===== src/verilog/pirb_pkg.sv =====
`default_nettype none
package pirb_pkg;

   // ==========================================================
   // Widths
   localparam int PIRB_REG_W = 16;
   localparam int PIRB_SRC_N = 48;
   localparam int PIRB_LVL_N = 6;
   localparam int PIRB_ADDR_W = 18;
   localparam int PIRB_DATA_W = 32;
   localparam int PIRB_IDX_LSB = 2;
   localparam int PIRB_EVT_W = 3;

   // ==========================================================
   // Register indices, byte address is four times the index
   localparam logic [15:0] PIRB_IDX_REQ0 = 16'h7010;
   localparam logic [15:0] PIRB_IDX_REQ1 = 16'h7011;
   localparam logic [15:0] PIRB_IDX_REQ2 = 16'h7012;
   localparam logic [15:0] PIRB_IDX_ACK0 = 16'h7014;
   localparam logic [15:0] PIRB_IDX_ACK1 = 16'h7015;
   localparam logic [15:0] PIRB_IDX_ACK2 = 16'h7016;
   localparam logic [15:0] PIRB_IDX_VEC = 16'h701e;
   localparam logic [15:0] PIRB_IDX_EVT_STAT = 16'h7020;
   localparam logic [15:0] PIRB_IDX_EVT_CLR = 16'h7021;
   localparam logic [15:0] PIRB_IDX_EVT_EN = 16'h7022;

   // ==========================================================
   // Implemented bits and reset values
   localparam logic [15:0] PIRB_IMPL0 = 16'hffff;
   localparam logic [15:0] PIRB_IMPL1 = 16'h7fff;
   localparam logic [15:0] PIRB_IMPL2 = 16'h7fff;
   localparam logic [47:0] PIRB_IMPL = {PIRB_IMPL2, PIRB_IMPL1, PIRB_IMPL0};
   localparam logic [47:0] PIRB_PEND_RST = 48'h0000_0000_0000;
   localparam logic [15:0] PIRB_VEC_RST = 16'h0000;
   localparam logic [2:0] PIRB_EVT_RST = 3'h0;

   // ==========================================================
   // Source to core level map, index 0 is level one
   localparam logic [5:0][47:0] PIRB_LEVEL_MAP = {
      48'h0000_7000_0000,
      48'h0000_0f80_0000,
      48'h7000_0070_0000,
      48'h0f00_000f_0000,
      48'h00fe_0000_fe00,
      48'h0001_0000_01ff};
   localparam logic [2:0] PIRB_LVL_MIN = 3'h1;
   localparam logic [2:0] PIRB_LVL_MAX = 3'h6;

   // ==========================================================
   // Event status bits
   localparam int PIRB_EVT_ACK = 0;
   localparam int PIRB_EVT_PHANTOM = 1;
   localparam int PIRB_EVT_OVERRUN = 2;

   // ==========================================================
   // Bus answers and slave states
   localparam logic [1:0] PIRB_RESP_OKAY = 2'h0;
   localparam logic [1:0] PIRB_RESP_SLVERR = 2'h2;

   typedef enum logic [2:0] {
      PIRB_ST_IDLE = 3'h0,
      PIRB_ST_WSTB = 3'h1,
      PIRB_ST_BRESP = 3'h3,
      PIRB_ST_RSTB = 3'h4,
      PIRB_ST_RRESP = 3'h5
   } pirb_axi_state_t;

   // ==========================================================
   // Helpers
   function automatic logic [5:0] pirb_level_hits(input logic [47:0] pend);
      logic [5:0] hits;
      hits = 6'h00;
      for (int l = 0; l < PIRB_LVL_N; l++) begin
         hits[l] = |(pend & PIRB_LEVEL_MAP[l]);
      end
      return hits;
   endfunction

   function automatic logic [15:0] pirb_strb_mask(input logic [3:0] strb);
      return {{8{strb[1]}}, {8{strb[0]}}};
   endfunction

endpackage
`default_nettype wire


===== src/verilog/pirb_reg_if.sv =====
`timescale 1ns/1ps
`default_nettype none
interface pirb_reg_if;
   logic wr_stb;
   logic rd_stb;
   logic [15:0] idx;
   logic [15:0] wdata;
   logic [15:0] wmask;
   logic [15:0] rdata;
   logic hit;

   modport slave (output wr_stb, output rd_stb, output idx, output wdata, output wmask,
      input rdata, input hit);
   modport regs (input wr_stb, input rd_stb, input idx, input wdata, input wmask,
      output rdata, output hit);
endinterface
`default_nettype wire


===== src/verilog/pirb_prio.sv =====
`timescale 1ns/1ps
`default_nettype none
module pirb_prio
   import pirb_pkg::*;
(
   input wire logic [47:0] pend_i,
   input wire logic [2:0] level_i,
   output logic found_o,
   output logic [5:0] idx_o
);
   logic level_ok;
   logic [2:0] level_sel;
   logic [47:0] cand;

   assign level_ok = (level_i >= PIRB_LVL_MIN) && (level_i <= PIRB_LVL_MAX);
   assign level_sel = 3'(level_i - PIRB_LVL_MIN);
   assign cand = level_ok ? (pend_i & PIRB_LEVEL_MAP[level_sel]) : 48'h0;

   // ==========================================================
   // Lowest bit number is the highest priority on a level
   always_comb begin
      found_o = 1'b0;
      idx_o = 6'h00;
      for (int i = PIRB_SRC_N - 1; i >= 0; i--) begin
         if (cand[i]) begin
            found_o = 1'b1;
            idx_o = 6'(i);
         end
      end
   end
endmodule
`default_nettype wire


===== src/verilog/pirb_axil.sv =====
`timescale 1ns/1ps
`default_nettype none
module pirb_axil
   import pirb_pkg::*;
(
   input wire logic clk_i,
   input wire logic rstn_i,
   input wire logic [17:0] awaddr_i,
   input wire logic awvalid_i,
   output logic awready_o,
   input wire logic [31:0] wdata_i,
   input wire logic [3:0] wstrb_i,
   input wire logic wvalid_i,
   output logic wready_o,
   output logic [1:0] bresp_o,
   output logic bvalid_o,
   input wire logic bready_i,
   input wire logic [17:0] araddr_i,
   input wire logic arvalid_i,
   output logic arready_o,
   output logic [31:0] rdata_o,
   output logic [1:0] rresp_o,
   output logic rvalid_o,
   input wire logic rready_i,
   pirb_reg_if.slave rif
);
   pirb_axi_state_t state, next_state;
   logic have_aw, have_w, next_have_aw, next_have_w;
   logic [15:0] aw_idx, ar_idx, w_data, w_mask;
   logic aw_hs, w_hs, ar_hs, in_idle, in_wstb;

   assign aw_hs = awvalid_i && awready_o;
   assign w_hs = wvalid_i && wready_o;
   assign ar_hs = arvalid_i && arready_o;
   assign in_idle = (state == PIRB_ST_IDLE);
   assign in_wstb = (state == PIRB_ST_WSTB);
   assign next_have_aw = (have_aw || aw_hs) && !in_wstb;
   assign next_have_w = (have_w || w_hs) && !in_wstb;

   assign rif.wr_stb = in_wstb;
   assign rif.rd_stb = (state == PIRB_ST_RSTB);
   assign rif.idx = in_wstb ? aw_idx : ar_idx;
   assign rif.wdata = w_data;
   assign rif.wmask = w_mask;

   // ==========================================================
   // Sequencer: a read taken in idle goes before a pending write
   always_comb begin
      next_state = state;
      case (state)
         PIRB_ST_IDLE: begin
            if (ar_hs) begin
               next_state = PIRB_ST_RSTB;
            end else if (have_aw && have_w) begin
               next_state = PIRB_ST_WSTB;
            end
         end
         PIRB_ST_WSTB: next_state = PIRB_ST_BRESP;
         PIRB_ST_BRESP: begin
            if (bready_i) begin
               next_state = PIRB_ST_IDLE;
            end
         end
         PIRB_ST_RSTB: next_state = PIRB_ST_RRESP;
         PIRB_ST_RRESP: begin
            if (rready_i) begin
               next_state = PIRB_ST_IDLE;
            end
         end
         default: next_state = PIRB_ST_IDLE;
      endcase
   end

   always_ff @(posedge clk_i) begin
      if (!rstn_i) begin
         state <= PIRB_ST_IDLE;
         have_aw <= 1'b0;
         have_w <= 1'b0;
         awready_o <= 1'b0;
         wready_o <= 1'b0;
         arready_o <= 1'b0;
         bvalid_o <= 1'b0;
         rvalid_o <= 1'b0;
         bresp_o <= PIRB_RESP_OKAY;
         rresp_o <= PIRB_RESP_OKAY;
         rdata_o <= 32'h0;
         aw_idx <= 16'h0;
         ar_idx <= 16'h0;
         w_data <= 16'h0;
         w_mask <= 16'h0;
      end else begin
         state <= next_state;
         have_aw <= next_have_aw;
         have_w <= next_have_w;
         awready_o <= !next_have_aw;
         wready_o <= !next_have_w;
         arready_o <= (next_state == PIRB_ST_IDLE) && !(next_have_aw && next_have_w);
         if (aw_hs) begin
            aw_idx <= awaddr_i[PIRB_ADDR_W-1:PIRB_IDX_LSB];
         end
         if (w_hs) begin
            w_data <= wdata_i[PIRB_REG_W-1:0];
            w_mask <= pirb_strb_mask(wstrb_i);
         end
         if (ar_hs) begin
            ar_idx <= araddr_i[PIRB_ADDR_W-1:PIRB_IDX_LSB];
         end
         if (in_wstb) begin
            bvalid_o <= 1'b1;
            bresp_o <= rif.hit ? PIRB_RESP_OKAY : PIRB_RESP_SLVERR;
         end else if (bready_i) begin
            bvalid_o <= 1'b0;
         end
         if (state == PIRB_ST_RSTB) begin
            rvalid_o <= 1'b1;
            rresp_o <= rif.hit ? PIRB_RESP_OKAY : PIRB_RESP_SLVERR;
            rdata_o <= {16'h0, rif.rdata};
         end else if (rready_i) begin
            rvalid_o <= 1'b0;
         end
      end
   end
endmodule
`default_nettype wire


===== src/verilog/pirb_bank.sv =====
// Implementation choice: the AXI4-Lite interface to the registers.
`timescale 1ns/1ps
`default_nettype none

// Function
// Each implemented request bit reads 1 while its source is pending and 0 otherwise.
// Writing 1 to an implemented request bit makes it pending and raises its core level.
// Writing 0 to a request bit changes nothing, so software can only add requests.
// Bit 15 of the second and third request registers reads zero and ignores writes.
// All implemented request bits clear to zero on reset.
// First register bits 0 to 8 drive core level one.
// First register bits 9 to 15 drive core level two.
// Second register bits 0 to 3 drive level three and bits 4 to 6 drive level four.
// Second register bits 7 to 11 drive core level five.
// Second register bits 12 to 14 drive core level six.
// Third register bit 0 drives core level one.
// Third register bits 1 to 7 drive core level two.
// Third register bits 8 to 11 drive level three and bits 12 to 14 drive level four.
// A core acknowledge of a level loads the vector of its best pending source, or phantom.
// An acknowledge for a source, by the core or by software, clears its pending bit.
// A core level output is high exactly while some pending bit mapped to it is set.
module pirb_bank
   import pirb_pkg::*;
#(
   // Arbitrary vector numbering
   parameter logic [15:0] VECTOR_BASE = 16'h0001,
   parameter logic [15:0] PHANTOM_VECTOR = 16'h0000
) (
   input wire logic CLK_I,
   input wire logic RSTN_I,
   input wire logic [17:0] AXI_AWADDR_I,
   input wire logic AXI_AWVALID_I,
   output logic AXI_AWREADY_O,
   input wire logic [31:0] AXI_WDATA_I,
   input wire logic [3:0] AXI_WSTRB_I,
   input wire logic AXI_WVALID_I,
   output logic AXI_WREADY_O,
   output logic [1:0] AXI_BRESP_O,
   output logic AXI_BVALID_O,
   input wire logic AXI_BREADY_I,
   input wire logic [17:0] AXI_ARADDR_I,
   input wire logic AXI_ARVALID_I,
   output logic AXI_ARREADY_O,
   output logic [31:0] AXI_RDATA_O,
   output logic [1:0] AXI_RRESP_O,
   output logic AXI_RVALID_O,
   input wire logic AXI_RREADY_I,
   input wire logic [47:0] SRC_REQ_I,
   output logic [47:0] SRC_ACK_O,
   input wire logic CORE_ACK_I,
   input wire logic [2:0] CORE_ACK_LEVEL_I,
   output logic [5:0] CORE_LEVEL_O,
   output logic [15:0] VECTOR_O,
   output logic IRQ_O
);
   // ==========================================================
   // Register bus
   pirb_reg_if rif ();

   pirb_axil u_axil (
      .clk_i(CLK_I),
      .rstn_i(RSTN_I),
      .awaddr_i(AXI_AWADDR_I),
      .awvalid_i(AXI_AWVALID_I),
      .awready_o(AXI_AWREADY_O),
      .wdata_i(AXI_WDATA_I),
      .wstrb_i(AXI_WSTRB_I),
      .wvalid_i(AXI_WVALID_I),
      .wready_o(AXI_WREADY_O),
      .bresp_o(AXI_BRESP_O),
      .bvalid_o(AXI_BVALID_O),
      .bready_i(AXI_BREADY_I),
      .araddr_i(AXI_ARADDR_I),
      .arvalid_i(AXI_ARVALID_I),
      .arready_o(AXI_ARREADY_O),
      .rdata_o(AXI_RDATA_O),
      .rresp_o(AXI_RRESP_O),
      .rvalid_o(AXI_RVALID_O),
      .rready_i(AXI_RREADY_I),
      .rif(rif.slave)
   );

   // ==========================================================
   // State
   logic [47:0] pend, next_pend;
   logic [15:0] vector, next_vector;
   logic [2:0] evt_status, next_evt_status;
   logic [2:0] evt_enable, next_evt_enable;

   // ==========================================================
   // Address decode
   logic sel_req0, sel_req1, sel_req2;
   logic sel_ack0, sel_ack1, sel_ack2;
   logic sel_vec, sel_stat, sel_clr, sel_en;
   logic [15:0] wr_bits;

   assign sel_req0 = (rif.idx == PIRB_IDX_REQ0);
   assign sel_req1 = (rif.idx == PIRB_IDX_REQ1);
   assign sel_req2 = (rif.idx == PIRB_IDX_REQ2);
   assign sel_ack0 = (rif.idx == PIRB_IDX_ACK0);
   assign sel_ack1 = (rif.idx == PIRB_IDX_ACK1);
   assign sel_ack2 = (rif.idx == PIRB_IDX_ACK2);
   assign sel_vec = (rif.idx == PIRB_IDX_VEC);
   assign sel_stat = (rif.idx == PIRB_IDX_EVT_STAT);
   assign sel_clr = (rif.idx == PIRB_IDX_EVT_CLR);
   assign sel_en = (rif.idx == PIRB_IDX_EVT_EN);
   assign rif.hit = sel_req0 || sel_req1 || sel_req2 || sel_ack0 || sel_ack1 ||
      sel_ack2 || sel_vec || sel_stat || sel_clr || sel_en;
   assign wr_bits = rif.wr_stb ? (rif.wdata & rif.wmask) : 16'h0;

   // ==========================================================
   // Software set and acknowledge words
   logic [47:0] sw_set, sw_ack, hw_set, core_clr, set_all, clr_all;

   // ones written to a request register raise requests
   // zeros form no set and no clear
   // reserved bits fall out through the implemented mask
   assign sw_set = {sel_req2 ? wr_bits : 16'h0, sel_req1 ? wr_bits : 16'h0,
      sel_req0 ? wr_bits : 16'h0} & PIRB_IMPL;
   // ones written to an acknowledge register clear requests
   assign sw_ack = {sel_ack2 ? wr_bits : 16'h0, sel_ack1 ? wr_bits : 16'h0,
      sel_ack0 ? wr_bits : 16'h0} & PIRB_IMPL;
   // peripheral requests mark their bits pending
   assign hw_set = SRC_REQ_I & PIRB_IMPL;

   // ==========================================================
   // Core acknowledge
   logic ack_found;
   logic [5:0] ack_idx;
   logic core_hit, core_phantom;

   pirb_prio u_prio (
      .pend_i(pend),
      .level_i(CORE_ACK_LEVEL_I),
      .found_o(ack_found),
      .idx_o(ack_idx)
   );

   assign core_hit = CORE_ACK_I && ack_found;
   assign core_phantom = CORE_ACK_I && !ack_found;
   // the chosen source is cleared by the core acknowledge
   assign core_clr = core_hit ? (48'h1 << ack_idx) : 48'h0;
   assign set_all = hw_set | sw_set;
   assign clr_all = sw_ack | core_clr;

   // a new request in the clearing cycle still wins
   assign next_pend = (pend & ~clr_all) | set_all;

   // vector of the best source, or phantom when none pends
   assign next_vector = core_hit ? 16'(VECTOR_BASE + {10'h0, ack_idx}) :
      core_phantom ? PHANTOM_VECTOR : vector;

   // ==========================================================
   // Events
   logic [2:0] evt_set, evt_clr;

   assign evt_set[PIRB_EVT_ACK] = core_hit;
   assign evt_set[PIRB_EVT_PHANTOM] = core_phantom;
   // A request already pending is lost as a separate event
   assign evt_set[PIRB_EVT_OVERRUN] = |(hw_set & pend);
   assign evt_clr = sel_clr ? wr_bits[2:0] : 3'h0;
   assign next_evt_status = (evt_status & ~evt_clr) | evt_set;
   assign next_evt_enable = (rif.wr_stb && sel_en) ?
      ((evt_enable & ~rif.wmask[2:0]) | (rif.wdata[2:0] & rif.wmask[2:0])) : evt_enable;

   // ==========================================================
   // Read data
   always_comb begin
      if (sel_req0) begin
         // pending state reads back directly
         rif.rdata = pend[15:0];
      end else if (sel_req1) begin
         // reserved bit is held at zero
         rif.rdata = pend[31:16] & PIRB_IMPL1;
      end else if (sel_req2) begin
         rif.rdata = pend[47:32] & PIRB_IMPL2;
      end else if (sel_vec) begin
         rif.rdata = vector;
      end else if (sel_stat) begin
         rif.rdata = {13'h0, evt_status};
      end else if (sel_en) begin
         rif.rdata = {13'h0, evt_enable};
      end else begin
         // Acknowledge and clear registers read as zero
         rif.rdata = 16'h0;
      end
   end

   // ==========================================================
   // Flops
   always_ff @(posedge CLK_I) begin
      if (!RSTN_I) begin
         // every request clears at reset
         pend <= PIRB_PEND_RST;
         vector <= PIRB_VEC_RST;
         evt_status <= PIRB_EVT_RST;
         evt_enable <= PIRB_EVT_RST;
      end else begin
         pend <= next_pend;
         vector <= next_vector;
         evt_status <= next_evt_status;
         evt_enable <= next_evt_enable;
      end
   end

   // Outputs follow next values so they line up with the registers
   always_ff @(posedge CLK_I) begin
      if (!RSTN_I) begin
         CORE_LEVEL_O <= 6'h00;
         SRC_ACK_O <= 48'h0;
         VECTOR_O <= PIRB_VEC_RST;
         IRQ_O <= 1'b0;
      end else begin
         // level map ORs pending bits
         CORE_LEVEL_O <= pirb_level_hits(next_pend);
         // acknowledge pulse back to the peripheral
         SRC_ACK_O <= clr_all;
         VECTOR_O <= next_vector;
         IRQ_O <= |(next_evt_status & next_evt_enable);
      end
   end
endmodule
`default_nettype wire


===== config.mk =====
export PLATFORM = sky130hd
export DESIGN_NAME = pirb_bank
export DESIGN_NICKNAME = d
export VERILOG_FILES = /design/src/verilog/pirb_pkg.sv /design/src/verilog/pirb_reg_if.sv /design/src/verilog/pirb_prio.sv /design/src/verilog/pirb_axil.sv /design/src/verilog/pirb_bank.sv
export SDC_FILE = /design/constraint.sdc
export NUM_CORES = 1
export LEC_CHECK = 0
export BUFFER_PORTS_ARGS = -buffer_cell sky130_fd_sc_hd__buf_2
export CELL_PAD_IN_SITES_DETAIL_PLACEMENT = 0
export CELL_PAD_IN_SITES_GLOBAL_PLACEMENT = 1
export CORE_ASPECT_RATIO = 0.6
export CORE_MARGIN = 4
export CORE_UTILIZATION = 40
export CTS_BUF_LIST = sky130_fd_sc_hd__clkbuf_2 sky130_fd_sc_hd__clkbuf_4 sky130_fd_sc_hd__clkbuf_8
export DETAILED_ROUTE_END_ITERATION = 7
export GPL_ROUTABILITY_DRIVEN = 0
export GPL_TIMING_DRIVEN = 0
export PLACE_DENSITY = 0.79
export SLEW_MARGIN = 5
export SYNTH_ARGS = -nofsm -noshare
export SYNTH_HDL_FRONTEND = slang
export SYNTH_SLANG_ARGS = --single-unit

===== constraint.sdc =====
create_clock -name CLK_I -period 7 [get_ports CLK_I]
set_input_delay 1.4 -clock CLK_I [delete_from_list [all_inputs] [get_ports CLK_I]]
set_output_delay 1.4 -clock CLK_I [all_outputs]
set_load 0.005 [all_outputs]

# Word level (Yosys, flattened, before mapping)
# Memories as Yosys holds them, arrays and structs flattened.
# Cells that the tools add are included.
[word_totals]
regBits = 212
romBits = 384
in_bits = 131
output_inout_bits = 112
word_cells = 227
mem_count = 1
[classes]
add_sub_neg = 2
order_cmp = 3
eq_ne = 14
shifts = 1
mux = 127
n_bitwise = 16
n_reduce_logical = 41
[memory_table]
columns = ["memory", "depth", "word_bits", "read_ports", "rd_ports_with_merged_regs", "wr", "line", "text"]
rows = [
  ["(no name shown)", 8, 48, 1, 0, 0, "pirb_prio.sv:17", "assign cand = level_ok ? (pend_i & PIRB_LEVEL_MAP[level_sel]) : 48'h0;"],
]
[ops]
columns = ["op", "count"]
rows = [
  ["$mux W6", 48],
  ["$eq A16 B15 Y1 const B", 10],
  ["$mux W16", 10],
  ["$mux W48", 3],
  ["$and A48 B48 Y48", 2],
  ["$mux W15", 4],
  ["$mux W1", 52],
  ["$and A47 B48 Y48", 1],
  ["$not A48 Y48", 1],
  ["$or A47 B48 Y48", 1],
  ["$or A48 B47 Y48", 1],
  ["$reduce_or A48 Y1", 1],
  ["$shl A1 B6 Y48 const A", 1],
  ["$or A47 B47 Y47", 1],
  ["$mux W3", 8],
  ["$and A16 B16 Y16", 1],
  ["$pmux W3 S5", 1],
  ["$reduce_or A14 Y1", 1],
  ["$and A3 B3 Y3", 4],
  ["$logic_and A1 B1 Y1", 12],
  ["$logic_or A1 B1 Y1", 11],
  ["$reduce_or A10 Y1", 1],
  ["$reduce_or A8 Y1", 1],
  ["$add A1 B6 Y7 const A", 1],
  ["16 further kinds", 27],
]

# Logic depth before layout (Yosys ltp)
[depth]
depth_word = 60
mapped_depth = 20
mapped_depth_nobuf = 18

# Hierarchy
# A second synthesis with hierarchy kept.
[unflattened]
cells_unflattened = 1130
area_unflattened_um2 = 9661.8
[by_module_without_submodules]
columns = ["mod", "n_inst", "cells_each", "area_each_um2", "seq_area_each_um2"]
rows = [
  ["pirb_bank", 1, 607, 5502.8, 2322.2],
  ["pirb_axil", 1, 387, 3329.4, 1561.5],
  ["pirb_prio", 1, 136, 829.5, 0.0],
]

# Worst setup path before layout
# OpenSTA, ideal clock, no wires.
[synth_timing]
path_type = "input to register"
from = "in CORE_ACK_LEVEL_I[2]"
to = "reg CORE_LEVEL_O[1]"
setup_ps = 125
arrival_time_ps = 5228
required_time_ps = 6875
setup_slack_ps = 1647
path_stages = 19
n_path_buf = 2
path_cell_list = "buf_4 > or3b_1 > buf_6 > or4_1 > a21oi_1 > or3_1 > nand4_1 > a31oi_1 > o22a_1 > ha_1 > ha_1 > nand2_1 > a211oi_1 > a31oi_1 > a221o_1 > a2111oi_2 > nand4_1 > or4_1 > o41a_1"
[synth_between]
elab_chain_cells = 60
elab_cells_between_ends = 112
classes_between = "add/sub: 1; order compare: 2; shift: 1; mux: 99; bitwise: 5; reduce/logical: 3; memory: 1"
[synth_rtl]
columns = ["element", "line", "text"]
rows = [
  ["start: declaration", "pirb_bank.sv:51", "input wire logic [2:0] CORE_ACK_LEVEL_I,"],
  ["$sub A3 B1 Y3", "pirb_prio.sv:16", "assign level_sel = 3'(level_i - PIRB_LVL_MIN);"],
  ["$mem_v2 Z8 W48", "--", ""],
  ["$mux W48 (not written as such)", "pirb_prio.sv:17", ""],
  ["$and A48 B48 Y48", "pirb_prio.sv:17", ""],
  ["$mux W48 (*)", "pirb_prio.sv:17", ""],
  ["$mux W6 or $mux W1 (tied branches) (48 in series)", "pirb_prio.sv:25", "if (cand[i]) begin"],
  ["$shl A1 B6 Y48 or $logic_and A1 B1 Y1 (tied branches)", "pirb_bank.sv:142, pirb_bank.sv:139", ""],
  ["$mux W48 (*)", "pirb_bank.sv:142", "assign core_clr = core_hit ? (48'h1 << ack_idx) : 48'h0;"],
  ["$or A47 B48 Y48 (*)", "pirb_bank.sv:144", "assign clr_all = sw_ack | core_clr;"],
  ["$not A48 Y48 (*)", "pirb_bank.sv:147", "assign next_pend = (pend & ~clr_all) | set_all;"],
  ["$and A48 B48 Y48 (*)", "pirb_bank.sv:147", ""],
  ["$or A48 B47 Y48 (*)", "pirb_bank.sv:147", ""],
  ["$reduce_or A14 Y1 (*)", "pirb_pkg.sv:74", "hits[l] = |(pend & PIRB_LEVEL_MAP[l]);"],
  ["end signal: assignment", "pirb_bank.sv:215", "CORE_LEVEL_O <= pirb_level_hits(next_pend);"],
  ["end: declaration", "pirb_bank.sv:52", "output logic [5:0] CORE_LEVEL_O,"],
]
# Every way passes the cells marked *; elsewhere a longest branch is shown, timed or not. The select of a mux whose other input is x is not followed.
# A chain may end at the register's enable or synchronous reset.

# Worst setup path after layout
[layout_timing]
from = "in CORE_ACK_LEVEL_I[1]"
to = "reg CORE_LEVEL_O[1]"
# The elaborated chain is that of the path after synthesis.

==> impl_metrics.toml <==
[timing]
setup_violations = 0
hold_violations = 0
fin_tns_setup_ns = 0
worst_slew_pin_slew_ns = 1.19
rsz0062_at_grt = "no"
slew-limit-headroom = 0.205
finalCritPeriodShare = 0.906
hold_ws_ns = 0.457
max_freq_mhz = 158
layout_min_cycle_time_ns = 6.34
report.final.slew_viol_count = 0
clock_skew_ns = 0.0169

[global_route]
grt_pass1_wl_microns = 62200
antenna_found_initial = 2
grt_usage = 0.325
grt_max_degree = 19
grt_overflow = 0
grt_pass1_vias = 9415

[setup_path]
r2r_end = "CORE_LEVEL_O[1]"
worstPathArrival_ns = 6.73
end_kind = "flip-flop"
reg2reg_slack_ns = 1.69
r2r_cells = 17
crit_end = "CORE_LEVEL_O[1]"
crit_type = "in -> reg"
crit_fanout = 10
start_kind = "primary input"
r2r-start = "pend[46]"
worstPathRequired_ns = 7.39
crit_path_start = "CORE_ACK_LEVEL_I[1]"

[yosys]
synth.ff_latch_count = 192
ys_types = 79
synth.top_cells.by_count = "dfxtp_1, nand2_1, nor2_1, a21oi_1, clkbuf_1"
yosysTopAreaCell = "dfxtp_1"
synth_top_area_frac = 0.408
ys.flop_type = "dfxtp_1"
synth_area_sq_um = 9420
yosysMostFrequentCell = "dfxtp_1"
synth_area_leaders = "dfxtp_1, nand2_1, nor2_1, a21oi_1, a221oi_1"
synth.yosys.seq_area_share = 0.408
synth_edf_count = 0
yosysWarnings = 0
synth-async-reset-ratio = 0
synth_cells = 1175
syn_area_per_cell_sq_um = 8.02

[route]
drtIter0Drc = 1853
drc_errors = 91
vias_per_cell = 6.25
vias = 10900
post_drt_wl_per_cell_microns = 25.7
dr.pass1.iters = 8
wl_microns = 44600
ant_nets = 0

[floorplan]
die_h_microns = 127
die_w_microns = 206
core_area_sq_um = 23100
die_area_sq_um = 26200
start_util = 0.407
io-pin-count = 243
num_rows = 43

[status]
status = "finished with violations"
violations = "design-rule violations"

[clocking]
cts_tree = "built"
cts_buffers = 17
cts-hold-fix-buffers = 0
clockBufferDepth = 2
clkLatencyLatePin_ns = 0.51
clock_sinks = 192
ctsResizeCount = 0
post_cts_buffers = 0
clk_pin_slew_ns = 0.11
htree_levels = 4
cts_root_buffer = "clkbuf_8"

[layout]
final_area_sq_um = 11300
num-fill-cells = 2418
multi_input_area_sq_um = 5080
regArea_sq_um = 3840
drive_above_1_share = 0.203
syn_to_final_growth_pct = 19.6
finalNetCount = 1546

[power]
p_per_area_nw_per_um2 = 238
p_leak_nw = 4.60
peakVddDrop_mv = 0.204

[worst_hold_path]
hp-class = "reg -> reg"

[place]
placed_cell_area_sq_um = 10900
port-buffer-count = 189
post-dp-hpwl_microns = 35300

[flow_run]
drv_cap = 0
report_power, final:
group | switching [W] | internal (W)
clock | 0.000449 | 0.000330
sequential | 0.000112 | 0.00118
combinational | 0.000389 | 0.000224
total | 0.000949 | 0.00174
worst max-delay path, cell delays in order:
cell	delay, ns
buf_2	0.11
buf_6	0.13
or3b_1	0.36
buf_6	0.15
or4_1	0.44
a21oi_1	0.26
or3_1	0.14
nand4_1	0.14
a31oi_1	0.33
o22a_1	0.36
ha_1	0.25
ha_1	0.21
nand2_1	0.16
a211oi_1	0.40
a31oi_1	0.17
a221o_1	0.39
a2111oi_2	0.21
nand4_1	0.15
or4_1	0.57
o41a_1	0.37
cell type report:
cell class,instances,share of cell area
Buffer,98,0.0445
Clock inverter,14,0.0157
Antenna cell,1,0.000222
Inverter,24,0.00799
Multi-Input combinational cell,887,0.451
Clock buffer,17,0.0208
Timing Repair Buffer,189,0.0839
Tap cell,315,0.0350
Sequential cell,192,0.341
cells in the final DEF, fill, tap and decap left out, types with 9 or more instances in the layout:
master / count
a222oi_1: 9
buf_4: 29
buf_2: 197
or3_1: 10
nand2_1: 176
o21ai_0: 23
a221o_1: 12
dfxtp_1: 192
o22a_1: 9
o21a_1: 12
nor2_1: 153
and2_1: 29
inv_1: 23
nand3_1: 18
nor3_1: 21
a221oi_1: 26
a31oi_1: 23
a21oi_1: 110
conb_1: 27
clkbuf_8: 17
clkbuf_1: 59
nor4_1: 11
a211oi_1: 15
and3_1: 18
a22oi_1: 18
layer usage:
metal / up-vias / GRT usage / routed length, microns
li1: 4687 / - / -
met1: 5069 / 0.483 / 19600
met2: 934 / 0.398 / 15700
met3: 160 / 0.178 / 7930
met4: 2 / 0.0766 / 1350
met5: - / 0.0169 / 61
stage by stage:
stage,instances,setup WS [ns],util,power [W]
after floorplan,1201,1.65,-,0.00164
after global placement,1705,0.456,0.469,0.00189
after detailed placement,1705,0.495,0.469,0.00189
after CTS,1736,1.02,0.487,0.00266
after global routing,1736,0.775,0.487,0.00278
final,1737,0.659,0.487,0.00269
kinds of logic after synthesis:
group / synth area share
simple gates: 0.258
compound gates: 0.256
flops: 0.408
buf+inv: 0.0628
fa+ha+maj: 0.00797
mux: 0.00558
other cells: 0.000398
xor+xnor: 0.000930
sequential cells by signal, summed over array words and instances, names as in the netlist:
signal,flops
CORE_LEVEL_O,6
IRQ_O,1
SRC_ACK_O,48
VECTOR_O,7
evt_enable,3
evt_status,3
pend,46
u_axil.ar_idx,16
u_axil.arready_o,1
u_axil.aw_idx,16
u_axil.awready_o,1
u_axil.bresp_o,1
u_axil.bvalid_o,1
u_axil.have_aw,1
u_axil.have_w,1
u_axil.rdata_o,16
u_axil.rif.wdata,16
u_axil.rif.wmask,2
u_axil.rresp_o,1
u_axil.rvalid_o,1
u_axil.state,3
u_axil.wready_o,1
how the worst min path moves through the flow:
stage	slack (ns)	cells past startpoint	end	from
floorplan	0.43	2	u_axil.ar_idx[9]	u_axil.ar_idx[9]
global route	0.47	2	u_axil.ar_idx[8]	u_axil.ar_idx[8]
global placement	0.44	2	u_axil.rdata_o[15]	u_axil.rdata_o[15]
CTS	0.46	2	u_axil.ar_idx[8]	u_axil.ar_idx[8]
detailed placement	0.44	2	u_axil.ar_idx[8]	u_axil.ar_idx[8]
finish	0.46	2	u_axil.aw_idx[12]	u_axil.aw_idx[12]
No activity file was read; power rests on OpenSTA's default activity.
